File: src/common/ptc_pkg.sv
package ptc_pkg;

  // Register byte addresses on the APB.
  localparam logic [7:0] PTC_IRQ_STATUS_OFS = 8'hD4;
  localparam logic [7:0] PTC_IRQ_ENABLE_OFS = 8'hD8;
  localparam logic [7:0] PTC_LINE_CTRL_OFS = 8'hDC;
  localparam logic [7:0] PTC_IRQ_CLEAR_OFS = 8'hE0;
  localparam logic [7:0] PTC_ERR_COUNT_OFS = 8'hE4;

  localparam int PTC_REG_W = 16;
  localparam int PTC_IRQ_W = 7;

  // Interrupt source positions, shared by status, enable and clear registers.
  localparam int PTC_IRQ_AUTONEG_DONE_BIT = 6;
  localparam int PTC_IRQ_REMOTE_FAULT_BIT = 5;
  localparam int PTC_IRQ_LINK_DOWN_BIT = 4;
  localparam int PTC_IRQ_AUTONEG_ACK_BIT = 3;
  localparam int PTC_IRQ_PARALLEL_FAULT_BIT = 2;
  localparam int PTC_IRQ_PAGE_RX_BIT = 1;
  localparam int PTC_IRQ_RX_ERR_FULL_BIT = 0;

  // Line control register field positions.
  localparam int PTC_CTRL_RX_ERR_OFF_BIT = 13;
  localparam int PTC_CTRL_AUTONEG_DONE_BIT = 12;
  localparam int PTC_CTRL_REMOTE_LOOPBACK_BIT = 9;
  localparam int PTC_CTRL_DC_RESTORE_BIT = 8;
  localparam int PTC_CTRL_LINE_CODE_BIT = 7;
  localparam int PTC_CTRL_TX_ISOLATE_BIT = 5;
  localparam int PTC_CTRL_MODE_MSB = 4;
  localparam int PTC_CTRL_MODE_LSB = 2;
  localparam int PTC_CTRL_MLT3_BYPASS_BIT = 1;
  localparam int PTC_CTRL_SCRAMBLER_BYPASS_BIT = 0;

  // Reset values and writable masks.
  localparam logic [15:0] PTC_IRQ_ENABLE_RESET = 16'h0000;
  localparam logic [15:0] PTC_LINE_CTRL_RESET = 16'h0180;
  localparam logic [15:0] PTC_LINE_CTRL_WMASK = 16'h23A3;

  // Errored packets needed to raise the receive-error-full event.
  localparam int PTC_RX_ERR_FULL_COUNT = 64;

  // Operating mode report codes.
  localparam logic [2:0] PTC_MODE_AUTONEG = 3'h0;
  localparam logic [2:0] PTC_MODE_10_HALF = 3'h1;
  localparam logic [2:0] PTC_MODE_100_HALF = 3'h2;
  localparam logic [2:0] PTC_MODE_10_FULL = 3'h5;
  localparam logic [2:0] PTC_MODE_100_FULL = 3'h6;
  localparam logic [2:0] PTC_MODE_ISOLATED = 3'h7;

  typedef struct packed {
    logic autoneg_done;
    logic remote_fault;
    logic link_down;
    logic autoneg_ack;
    logic parallel_fault;
    logic page_rx;
    logic rx_err_full;
  } ptc_irq_s;

  typedef struct packed {
    logic remote_loopback_en;
    logic dc_restore_en;
    logic line_code_convert_en;
    logic transmit_isolate;
    logic three_level_code_bypass;
    logic scrambler_bypass;
  } ptc_line_s;

endpackage

File: src/ptc_phy_regs.sv
`timescale 1ns/1ps
// Operation
// - Receive-error-full latches after 64 errored packets; cleared by reading status or by writing the clear register.
// - Enable bit 6 gates auto-negotiation-completed interrupt; resets to zero.
// - Enable bit 5 gates remote-fault-detected interrupt.
// - Enable bit 4 gates link-down interrupt; resets to zero.
// - Enable bit 3 gates link-code-word acknowledge interrupt.
// - Enable bit 2 gates parallel-detection-fault interrupt; resets to zero.
// - Enable bit 1 gates auto-negotiation-page-received interrupt.
// - Enable bit 0 gates receive-error-full interrupt; resets to zero.
// - Control bit 13 set stops the receive error counter; resets zero.
// - Control bit 12 reads the auto-negotiation-complete status bit.
// - Control bit 8 enables receive DC restoration; resets to one.
// - Control bit 7 enables NRZ/NRZI conversions both ways; resets to one.
// - Control bit 5 isolates the transmitter; zero for normal traffic.
// - Bits 4 to 2 report the current operating mode, read only.
// - Control bit 1 bypasses the MLT3 encoder and decoder; resets zero.
// - Control bit 0 disables scrambler and descrambler; resets zero.
module ptc_phy_regs import ptc_pkg::*; (
  // Clock and reset
  input wire logic CORE_CLK,
  input wire logic RST,
  // APB slave
  input wire logic PSEL,
  input wire logic PENABLE,
  input wire logic PWRITE,
  input wire logic [7:0] PADDR,
  input wire logic [31:0] PWDATA,
  input wire logic [3:0] PSTRB,
  output logic [31:0] PRDATA,
  output logic PREADY,
  output logic PSLVERR,
  // Transceiver events, one-cycle pulses
  input wire logic AUTONEG_DONE_EVT,
  input wire logic REMOTE_FAULT_EVT,
  input wire logic LINK_DOWN_EVT,
  input wire logic AUTONEG_ACK_EVT,
  input wire logic PARALLEL_FAULT_EVT,
  input wire logic PAGE_RX_EVT,
  input wire logic RX_ERR_PKT,
  // Transceiver state
  input wire logic AUTONEG_DONE,
  input wire logic [2:0] OPERATING_MODE,
  input wire logic [1:0] HOST_LOOPBACK_MODE,
  // Line controls
  output ptc_line_s LINE_CTRL,
  // Interrupt
  output logic IRQ
);

  logic [15:0] irq_enable;
  logic [15:0] line_ctrl;
  logic [31:0] rd_data;
  logic rd_is_status;
  logic [PTC_IRQ_W-1:0] irq_status;
  logic [7:0] err_count;
  logic err_full_pulse;
  logic [15:0] next_irq_enable;
  logic [15:0] next_line_ctrl;

  // Bus phase decode.
  wire setup_phase = PSEL && !PENABLE;
  wire access_phase = PSEL && PENABLE;
  wire hit_status = (PADDR == PTC_IRQ_STATUS_OFS);
  wire hit_enable = (PADDR == PTC_IRQ_ENABLE_OFS);
  wire hit_ctrl = (PADDR == PTC_LINE_CTRL_OFS);
  wire hit_clear = (PADDR == PTC_IRQ_CLEAR_OFS);
  wire hit_count = (PADDR == PTC_ERR_COUNT_OFS);
  wire mapped = hit_status || hit_enable || hit_ctrl || hit_clear || hit_count;
  wire do_write = access_phase && PWRITE && mapped;
  wire do_read = access_phase && !PWRITE && mapped;

  // Byte enables for the low halfword, where all registers live.
  wire [15:0] lane_mask = {{8{PSTRB[1]}}, {8{PSTRB[0]}}};

  function automatic logic [15:0] merge(input logic [15:0] old, input logic [15:0] wmask,
                                        input logic [15:0] data, input logic [15:0] lanes);
    logic [15:0] m;
    m = wmask & lanes;
    merge = (old & ~m) | (data & m);
  endfunction

  assign next_irq_enable = (do_write && hit_enable) ?
      merge(irq_enable, 16'(2 ** PTC_IRQ_W - 1), PWDATA[15:0], lane_mask) : irq_enable;
  assign next_line_ctrl = (do_write && hit_ctrl) ?
      merge(line_ctrl, PTC_LINE_CTRL_WMASK, PWDATA[15:0], lane_mask) : line_ctrl;

  // Event collection; the counter supplies the receive-error-full source.
  wire ptc_irq_s events = '{
    autoneg_done: AUTONEG_DONE_EVT,
    remote_fault: REMOTE_FAULT_EVT,
    link_down: LINK_DOWN_EVT,
    autoneg_ack: AUTONEG_ACK_EVT,
    parallel_fault: PARALLEL_FAULT_EVT,
    page_rx: PAGE_RX_EVT,
    rx_err_full: err_full_pulse
  };

  // Reading status clears only the bits that the read actually returned,
  // so an event landing between setup and access is never lost.
  wire [PTC_IRQ_W-1:0] read_clear = (do_read && rd_is_status) ?
      rd_data[PTC_IRQ_W-1:0] : '0;
  wire [PTC_IRQ_W-1:0] write_clear = (do_write && hit_clear && PSTRB[0]) ?
      PWDATA[PTC_IRQ_W-1:0] : '0;
  wire status_read = do_read && rd_is_status;

  ptc_rx_err_counter #(
    .FULL_COUNT(PTC_RX_ERR_FULL_COUNT)
  ) u_err_counter (
    .clk(CORE_CLK),
    .rst(RST),
    .count_en(!line_ctrl[PTC_CTRL_RX_ERR_OFF_BIT]),
    .err_pkt(RX_ERR_PKT),
    .restart(status_read),
    .count(err_count),
    .full_pulse(err_full_pulse)
  );

  // Enable bits gate each source onto the request line.
  ptc_irq_status #(
    .W(PTC_IRQ_W)
  ) u_irq_status (
    .clk(CORE_CLK),
    .rst(RST),
    .set_evt(events),
    .clear_mask(read_clear | write_clear),
    .enable(irq_enable[PTC_IRQ_W-1:0]),
    .status(irq_status),
    .irq(IRQ)
  );

  // Read view of the control register with its live read-only fields.
  wire [15:0] ctrl_view = {
    line_ctrl[15:13],
    AUTONEG_DONE,
    line_ctrl[11:5],
    OPERATING_MODE,
    line_ctrl[1:0]
  };

  wire [15:0] read_mux =
      hit_status ? 16'(irq_status) :
      hit_enable ? irq_enable :
      hit_ctrl ? ctrl_view :
      hit_count ? 16'(err_count) : 16'h0000;

  // Read data is captured in the setup cycle so PRDATA comes from a flop.
  always_ff @(posedge CORE_CLK) begin
    if (RST) begin
      rd_data <= 32'h00000000;
      rd_is_status <= 1'b0;
    end else if (setup_phase) begin
      rd_data <= {16'h0000, (PWRITE ? 16'h0000 : read_mux)};
      rd_is_status <= hit_status && !PWRITE;
    end
  end

  always_ff @(posedge CORE_CLK) begin
    if (RST) begin
      irq_enable <= PTC_IRQ_ENABLE_RESET;
      line_ctrl <= PTC_LINE_CTRL_RESET;
    end else begin
      irq_enable <= next_irq_enable;
      line_ctrl <= next_line_ctrl;
    end
  end

  assign PRDATA = rd_data;
  assign PREADY = 1'b1;
  assign PSLVERR = access_phase && !mapped;

  // Remote loop-back is held off while the host loop-back field is not 00,
  // since the two paths would otherwise fight over the receive data.
  assign LINE_CTRL.remote_loopback_en = line_ctrl[PTC_CTRL_REMOTE_LOOPBACK_BIT] &&
      (HOST_LOOPBACK_MODE == 2'h0);
  assign LINE_CTRL.dc_restore_en = line_ctrl[PTC_CTRL_DC_RESTORE_BIT];
  assign LINE_CTRL.line_code_convert_en = line_ctrl[PTC_CTRL_LINE_CODE_BIT];
  assign LINE_CTRL.transmit_isolate = line_ctrl[PTC_CTRL_TX_ISOLATE_BIT];
  assign LINE_CTRL.three_level_code_bypass = line_ctrl[PTC_CTRL_MLT3_BYPASS_BIT];
  assign LINE_CTRL.scrambler_bypass = line_ctrl[PTC_CTRL_SCRAMBLER_BYPASS_BIT];

endmodule

File: src/ptc_rx_err_counter.sv
`timescale 1ns/1ps
module ptc_rx_err_counter import ptc_pkg::*; #(
  parameter int FULL_COUNT = PTC_RX_ERR_FULL_COUNT
) (
  input wire logic clk,
  input wire logic rst,
  input wire logic count_en,
  input wire logic err_pkt,
  input wire logic restart,
  output logic [7:0] count,
  output logic full_pulse
);

  localparam logic [7:0] FULL_LAST = 8'(FULL_COUNT - 1);
  localparam logic [7:0] FULL_VALUE = 8'(FULL_COUNT);

  wire counting = count_en && err_pkt && (count != FULL_VALUE);
  wire [7:0] base = restart ? 8'h00 : count;
  wire [7:0] next_count = counting ? 8'(base + 8'h01) : base;

  // A packet seen on the restart edge counts toward the new window unless the count had already saturated at full.
  assign full_pulse = counting && !restart && (count == FULL_LAST);

  always_ff @(posedge clk) begin
    if (rst) begin
      count <= 8'h00;
    end else begin
      count <= next_count;
    end
  end

endmodule

File: src/ptc_irq_status.sv
`timescale 1ns/1ps
module ptc_irq_status import ptc_pkg::*; #(
  parameter int W = PTC_IRQ_W
) (
  input wire logic clk,
  input wire logic rst,
  input wire logic [W-1:0] set_evt,
  input wire logic [W-1:0] clear_mask,
  input wire logic [W-1:0] enable,
  output logic [W-1:0] status,
  output logic irq
);

  // Set wins over clear so an event in the clearing cycle is kept.
  wire [W-1:0] next_status = (status & ~clear_mask) | set_evt;

  assign irq = |(status & enable);

  always_ff @(posedge clk) begin
    if (rst) begin
      status <= '0;
    end else begin
      status <= next_status;
    end
  end

endmodule

File: config.mk
export PLATFORM = sky130hd
export DESIGN_NAME = ptc_phy_regs
export DESIGN_NICKNAME = d
export VERILOG_FILES = /design/src/common/ptc_pkg.sv /design/src/ptc_phy_regs.sv /design/src/ptc_rx_err_counter.sv /design/src/ptc_irq_status.sv
export SDC_FILE = /design/constraint.sdc
export NUM_CORES = 1
export LEC_CHECK = 0
export BUFFER_PORTS_ARGS = -buffer_cell sky130_fd_sc_hd__clkbuf_2
export CAP_MARGIN = 20
export CORE_MARGIN = 8
export CORE_UTILIZATION = 25
export DETAILED_ROUTE_END_ITERATION = 8
export PLACE_DENSITY_LB_ADDON = 0.2
export REMOVE_ABC_BUFFERS = 1
export SLEW_MARGIN = 15
export SYNTH_ARGS = -nofsm -noshare
export SYNTH_HDL_FRONTEND = slang
export SYNTH_SLANG_ARGS = --single-unit
File: constraint.sdc
create_clock -name CORE_CLK -period 2.86 [get_ports CORE_CLK]
set_input_delay 0.429 -clock CORE_CLK [delete_from_list [all_inputs] [get_ports CORE_CLK]]
set_output_delay 0.429 -clock CORE_CLK [all_outputs]
set_load 0.005 [all_outputs]
== After elaboration in Yosys (flattened, before gate mapping) ==
Cells that the tools add are included.

* Logic and storage cells: 65
* Flip-flop bits (word level): 64
* Input port bits: 62

* Bitwise logic cells: 13
* Add/subtract/negate cells: 1
* Eq/ne operators: 7
* Reductions and logical operators: 29
* Muxes and demuxes: 9

{| class="wikitable"
|+ Operator list
! operator !! number
|-
| $mux 16 || 4
|-
| $eq 8x8->1 const B || 5
|-
| $and 16x16->16 || 2
|-
| $or 16x16->16 || 2
|-
| $mux 8 || 3
|-
| $logic_and 1x1->1 || 18
|-
| $and 16x14->16 || 1
|-
| $and 16x7->16 || 1
|-
| $not 14->16 || 1
|-
| $not 7->16 || 1
|-
| $and 7x7->7 || 2
|-
| $mux 7 || 2
|-
| $or 7x7->7 || 2
|-
| $add 8x1->8 const B || 1
|-
| $eq 8x6->1 const B || 1
|-
| $ne 8x7->1 const B || 1
|-
| $not 7->7 || 1
|-
| $reduce_or 7->1 || 1
|-
| $logic_not 1->1 || 5
|-
| $logic_or 1x1->1 || 4
|-
| $logic_not 2->1 || 1
|}

== Logic depth before layout (Yosys ltp) ==
* Word-level depth: 13
* Depth in mapped cells: 9
* Depth with buffers taken out: 8

== Cells and area by module ==
From an unflattened synthesis, not the netlist that was laid out.

* Cell total of the unflattened synthesis: 284
* Area total of the unflattened synthesis: 2448.6 um^2

{| class="wikitable"
|+ Modules (own cells, without submodules)
! module !! times used !! area each (um^2) !! seq. area each (um^2) !! cells an instance
|-
| ptc_phy_regs || 1 || 1704.1 || 540.5 || 197
|-
| ptc_rx_err_counter || 1 || 469.2 || 160.2 || 55
|-
| ptc_irq_status || 1 || 275.3 || 140.1 || 32
|}

== Worst setup path before layout ==
No wires, ideal clock.

* Path kind: input -> register
* From: input PADDR[7]
* To: register u_err_counter.count[4]
* Path slack: 0.790 ns
* Arrival: 1.939 ns
* Cell stages on the path: 9
* Data required time: 2.729 ns
* Cell sequence: buf_2 nor4bb_1 nand2_1 o21ai_0 inv_1 ha_1 nand4_1 xor2_1 nor3_1

* Longest elaborated chain between the ends: 10
* Elaborated cells between the ends (all ways): 14
* Those cells by class: 1 x add/sub; 5 x eq/ne; 2 x mux; 6 x reduce/logical

{| class="wikitable"
|+ RTL lines
! item !! line !! source
|-
| start: declaration || ptc_phy_regs.sv:27 || <nowiki>input wire logic [7:0] PADDR,</nowiki>
|-
| $eq 8x8->1 (on tied branches) || ptc_phy_regs.sv:64, ptc_phy_regs.sv:65 ||
|-
| $logic_or 1x1->1 (3 in a row) || ptc_phy_regs.sv:69 || <nowiki>wire mapped = hit_status || hit_enable || hit_ctrl || hit_clear || hit_count;</nowiki>
|-
| $logic_or 1x1->1 (*) || ptc_phy_regs.sv:69 ||
|-
| $logic_and 1x1->1 (*) || ptc_phy_regs.sv:71 || <nowiki>wire do_read = access_phase && !PWRITE && mapped;</nowiki>
|-
| $logic_and 1x1->1 (*) || ptc_phy_regs.sv:105 || <nowiki>wire status_read = do_read && rd_is_status;</nowiki>
|-
| $mux 8 (*) || ptc_rx_err_counter.sv:18 || <nowiki>wire [7:0] base = restart ? 8'h00 : count;</nowiki>
|-
| $add 8x1->8 || ptc_rx_err_counter.sv:19 || <nowiki>wire [7:0] next_count = counting ? 8'(base + 8'h01) : base;</nowiki>
|-
| $mux 8 (*) || ptc_rx_err_counter.sv:19 ||
|-
| end signal: assignment || ptc_rx_err_counter.sv:28 || <nowiki>count <= next_count;</nowiki>
|-
| end: declaration || ptc_rx_err_counter.sv:10 || <nowiki>output logic [7:0] count,</nowiki>
|}

Every way passes the cells marked *; elsewhere a longest branch is shown, timed or not.
A chain may end at the register's enable or synchronous reset.

== Final worst setup path ==
Ends and elaborated chain as after synthesis.

==> metrics.txt <==
Slew HR=a little over half; switching share of total power=~27%; NetSw=roughly 310 uW; HP Class=primary input to flop; share of cells above drive strength 1=23.6%; FF-to-FF End=u_err_counter.count[4]; nets@finish=410; Post-Synthesis Cells=a little under 300; initial antenna violation count=0; number of remaining DRC errors=0; 1st-iter DRT viols=approximately 150; Die Ht=around 110 um; Avg WL per Cell=~16 um; top_reg_cell synth=dfxtp_1; GRT Overall Usage=about an eighth; number of vias per cell=about 4.7; Async SR Flop Fraction=0%; CP Capture Type=flop; Resized cells post-CTS=0; Seq/Total Area, Yosys=roughly 34%; I/O pins=103; Slew Viols, Final=0; Mapped Avg Cell Area=slightly above 8 um2; clock share of power=between 30% and 40%; Max Freq=504 MHz; grt total ovfl=0; setup TNS=0 ns; vias in the first global route=between 2000 and 2500; clk sinks=42; n_diodes=0; Starting Density=about a quarter; Sequential Power Share=approximately 52%; Startpoint Class=primary input; DIE WIDTH=115 um; first-pass GRT wire length=12100 um; worst r2r src=rd_is_status; Setup Crit Path Kind=primary input to flop; cell area after synthesis=~2400 um2; synth unique cells=a little over 50; clk_lat worst skew=0.30 ns; reg2reg setup slack=around 1.1 ns; Internal Power=around 850 uW; max_cap viols=0; router iterations before antenna repair=4; Synthesis Warnings=0; combinational share of power=12.2%; status=finished, final reports clean; DP Wirelength=approximately 5900 um; final RePlAce weighted congestion=slightly below 0.8; # port buffers=58; cts bufs inserted=5; Longest Clk Path Bufs=2; CTS tree=done; core area=about 9600 um2; worst-path fanout max=11; Final Cycle Share=between 60% and 70%; Layout Skew=roughly 0.0028 ns; Worst Setup EP=u_err_counter.count[4]; Final Hold Fails=0; maximum VDD drop=approximately 160 uV; worst setup path start=PADDR[7]; synthesis-stage register bit count=42; Worst-Margin Slew=a little over 0.7 ns; DIE AREA=13200 um2; Clock Tree Root=clkbuf_8; RSZ-0062 raised after global routing=false; Placed Cells=between 400 and 500; via count=roughly 2300; Non-Filler Instances=~480; Final setup viols=0; R2R depth=8; CTS H-tree lvls=2; final hold slack=roughly 0.36 ns; required time worst endpoint=between 3 and 4 ns; WL final=7560 um; # fillers=1086; Area growth, synth to finish=17.9%; post-CTS setup buffers=0; Rows=36; leakage=1.21 nW; Worst EP arrival=~2.2 ns; pin count of the biggest net entering global routing=22; Post-synth EDFFs=0; Min Clock Period, post-route=a little under 2 ns; CTS clk-pin slew, worst paths=roughly 0.08 ns; # hold bufs at CTS=0; PD cells=between 400 and 500 nW/um2; ANT nets after route=0
-- power by group through the flow --
stage               combinational (mW)  clock, mW  sequential (mW)
floorplan                       0.0647          0            0.615
global placement                 0.141          0            0.618
detailed placement               0.141          0            0.619
CTS                              0.142      0.431            0.605
global route                     0.159      0.456            0.606
finish                           0.142      0.413            0.605
-- worst min-delay path by stage --
stage	startpoint	to	slack, ns	cells after the start
2_1_floorplan	rd_is_status	rd_is_status	0.45	2
5_1_grt	PWDATA[9]	flop	0.36	3
4_1_cts	PWDATA[9]	flop	0.36	3
3_5_place_dp	PRDATA[7]	PRDATA[7]	0.46	2
3_3_place_gp	PRDATA[7]	PRDATA[7]	0.47	2
6_report	PWDATA[9]	flop	0.36	3
-- cell families (layout without fill, tap and decap cells) --
kind of cell / Yosys count / count (layout) / synth area share [%]
xor gates and xnor gates: 5 / 5 / 1.79
and+or+nand+nor: 119 / 119 / 27.5
AOI/OAI and AO/OA: 65 / 65 / 18.0
adders and majority gates: 1 / 1 / 0.512
muxes: 14 / 14 / 5.74
other: 2 / 21 / 0.308
DFF: 42 / 42 / 34.4
buffers and inverters: 47 / 81 / 11.7
-- cell usage after synthesis (2+ instances only) --
master	n	share of area, %
buf_4	26	8.0
clkbuf_1	10	1.5
buf_2	3	0.61
and4b_1	3	1.2
xor2_1	5	1.8
inv_1	5	0.77
a21oi_1	10	2.1
o21ai_0	18	3.7
nor4_4	2	1.7
and3_1	3	0.77
buf_1	2	0.31
nand4_1	10	2.6
o22ai_1	5	1.3
nor3_1	8	1.6
conb_1	2	0.31
nor2b_1	8	2.1
nand2b_1	4	1.0
nand3_1	13	2.7
nand2_1	27	4.2
dfxtp_1	42	34
mux2i_1	14	5.7
a41o_1	6	2.5
o22a_1	6	2.2
nor3b_1	4	1.2
a22oi_1	7	2.2
nor2_1	24	3.7
a32oi_1	2	0.72
and4_1	3	1.1
-- layout by cell type (no fill, tap or decap), types with 4 or more instances in the layout --
cell      count
buf_4        10
o22a_1        6
a22oi_1       7
nor3_1        8
nand2b_1      4
clkbuf_8      6
a21oi_1      10
clkbuf_2     58
o22ai_1       5
dfxtp_1      42
nor2_1       24
xor2_1        5
mux2i_1      14
a41o_1        6
inv_1         5
conb_1       21
nand3_1      13
nor2b_1       8
nand2_1      27
nor3b_1       4
nand4_1      10
o21ai_0      18
-- worst max-delay path, stage by stage --
cell and delay [ns]:
clkbuf_2 0.24, nor4bb_2 0.39, nand2_1 0.17, o21ai_0 0.28, inv_1 0.08, ha_1 0.24, nand4_1 0.13, xor2_1 0.14
nor3_1 0.05
-- routing by layer --
metal  GRT usage (%)  part of all wire [%]  up-vias
li1                -                     -     1136
met1            13.3                    42     1060
met2            21.2                    51       52
met3            3.10                   6.1        6
met4            2.98                  0.98        0
met5               0                     0        -
-- cell type report --
cell class | instances | area (um2) | share of cell area [%]
clock buffers | 6 | 82.6 | 2.87
clock inverters | 2 | 12.5 | 0.435
inverters | 5 | 18.8 | 0.652
multi-input cells | 225 | 1390 | 48.4
flip-flops and latches | 42 | 841 | 29.2
well taps | 133 | 166 | 5.78
repair buffers | 68 | 365 | 12.7
-- metrics by stage --
stage / total power [mW] / cell area [um2] / utilization [%] / setup slack [ns]
6_report: 1.16 / 2880 / 29.9 / 0.877
2_1_floorplan: 0.680 / 2250 / - / 0.310
3_5_place_dp: 0.759 / 2780 / 28.9 / 0.609
4_1_cts: 1.18 / 2880 / 29.9 / 0.878
3_3_place_gp: 0.759 / 2780 / 28.9 / 0.609
5_1_grt: 1.22 / 2880 / 29.9 / 0.712
Note: power is estimated with default switching activity, not from simulation.
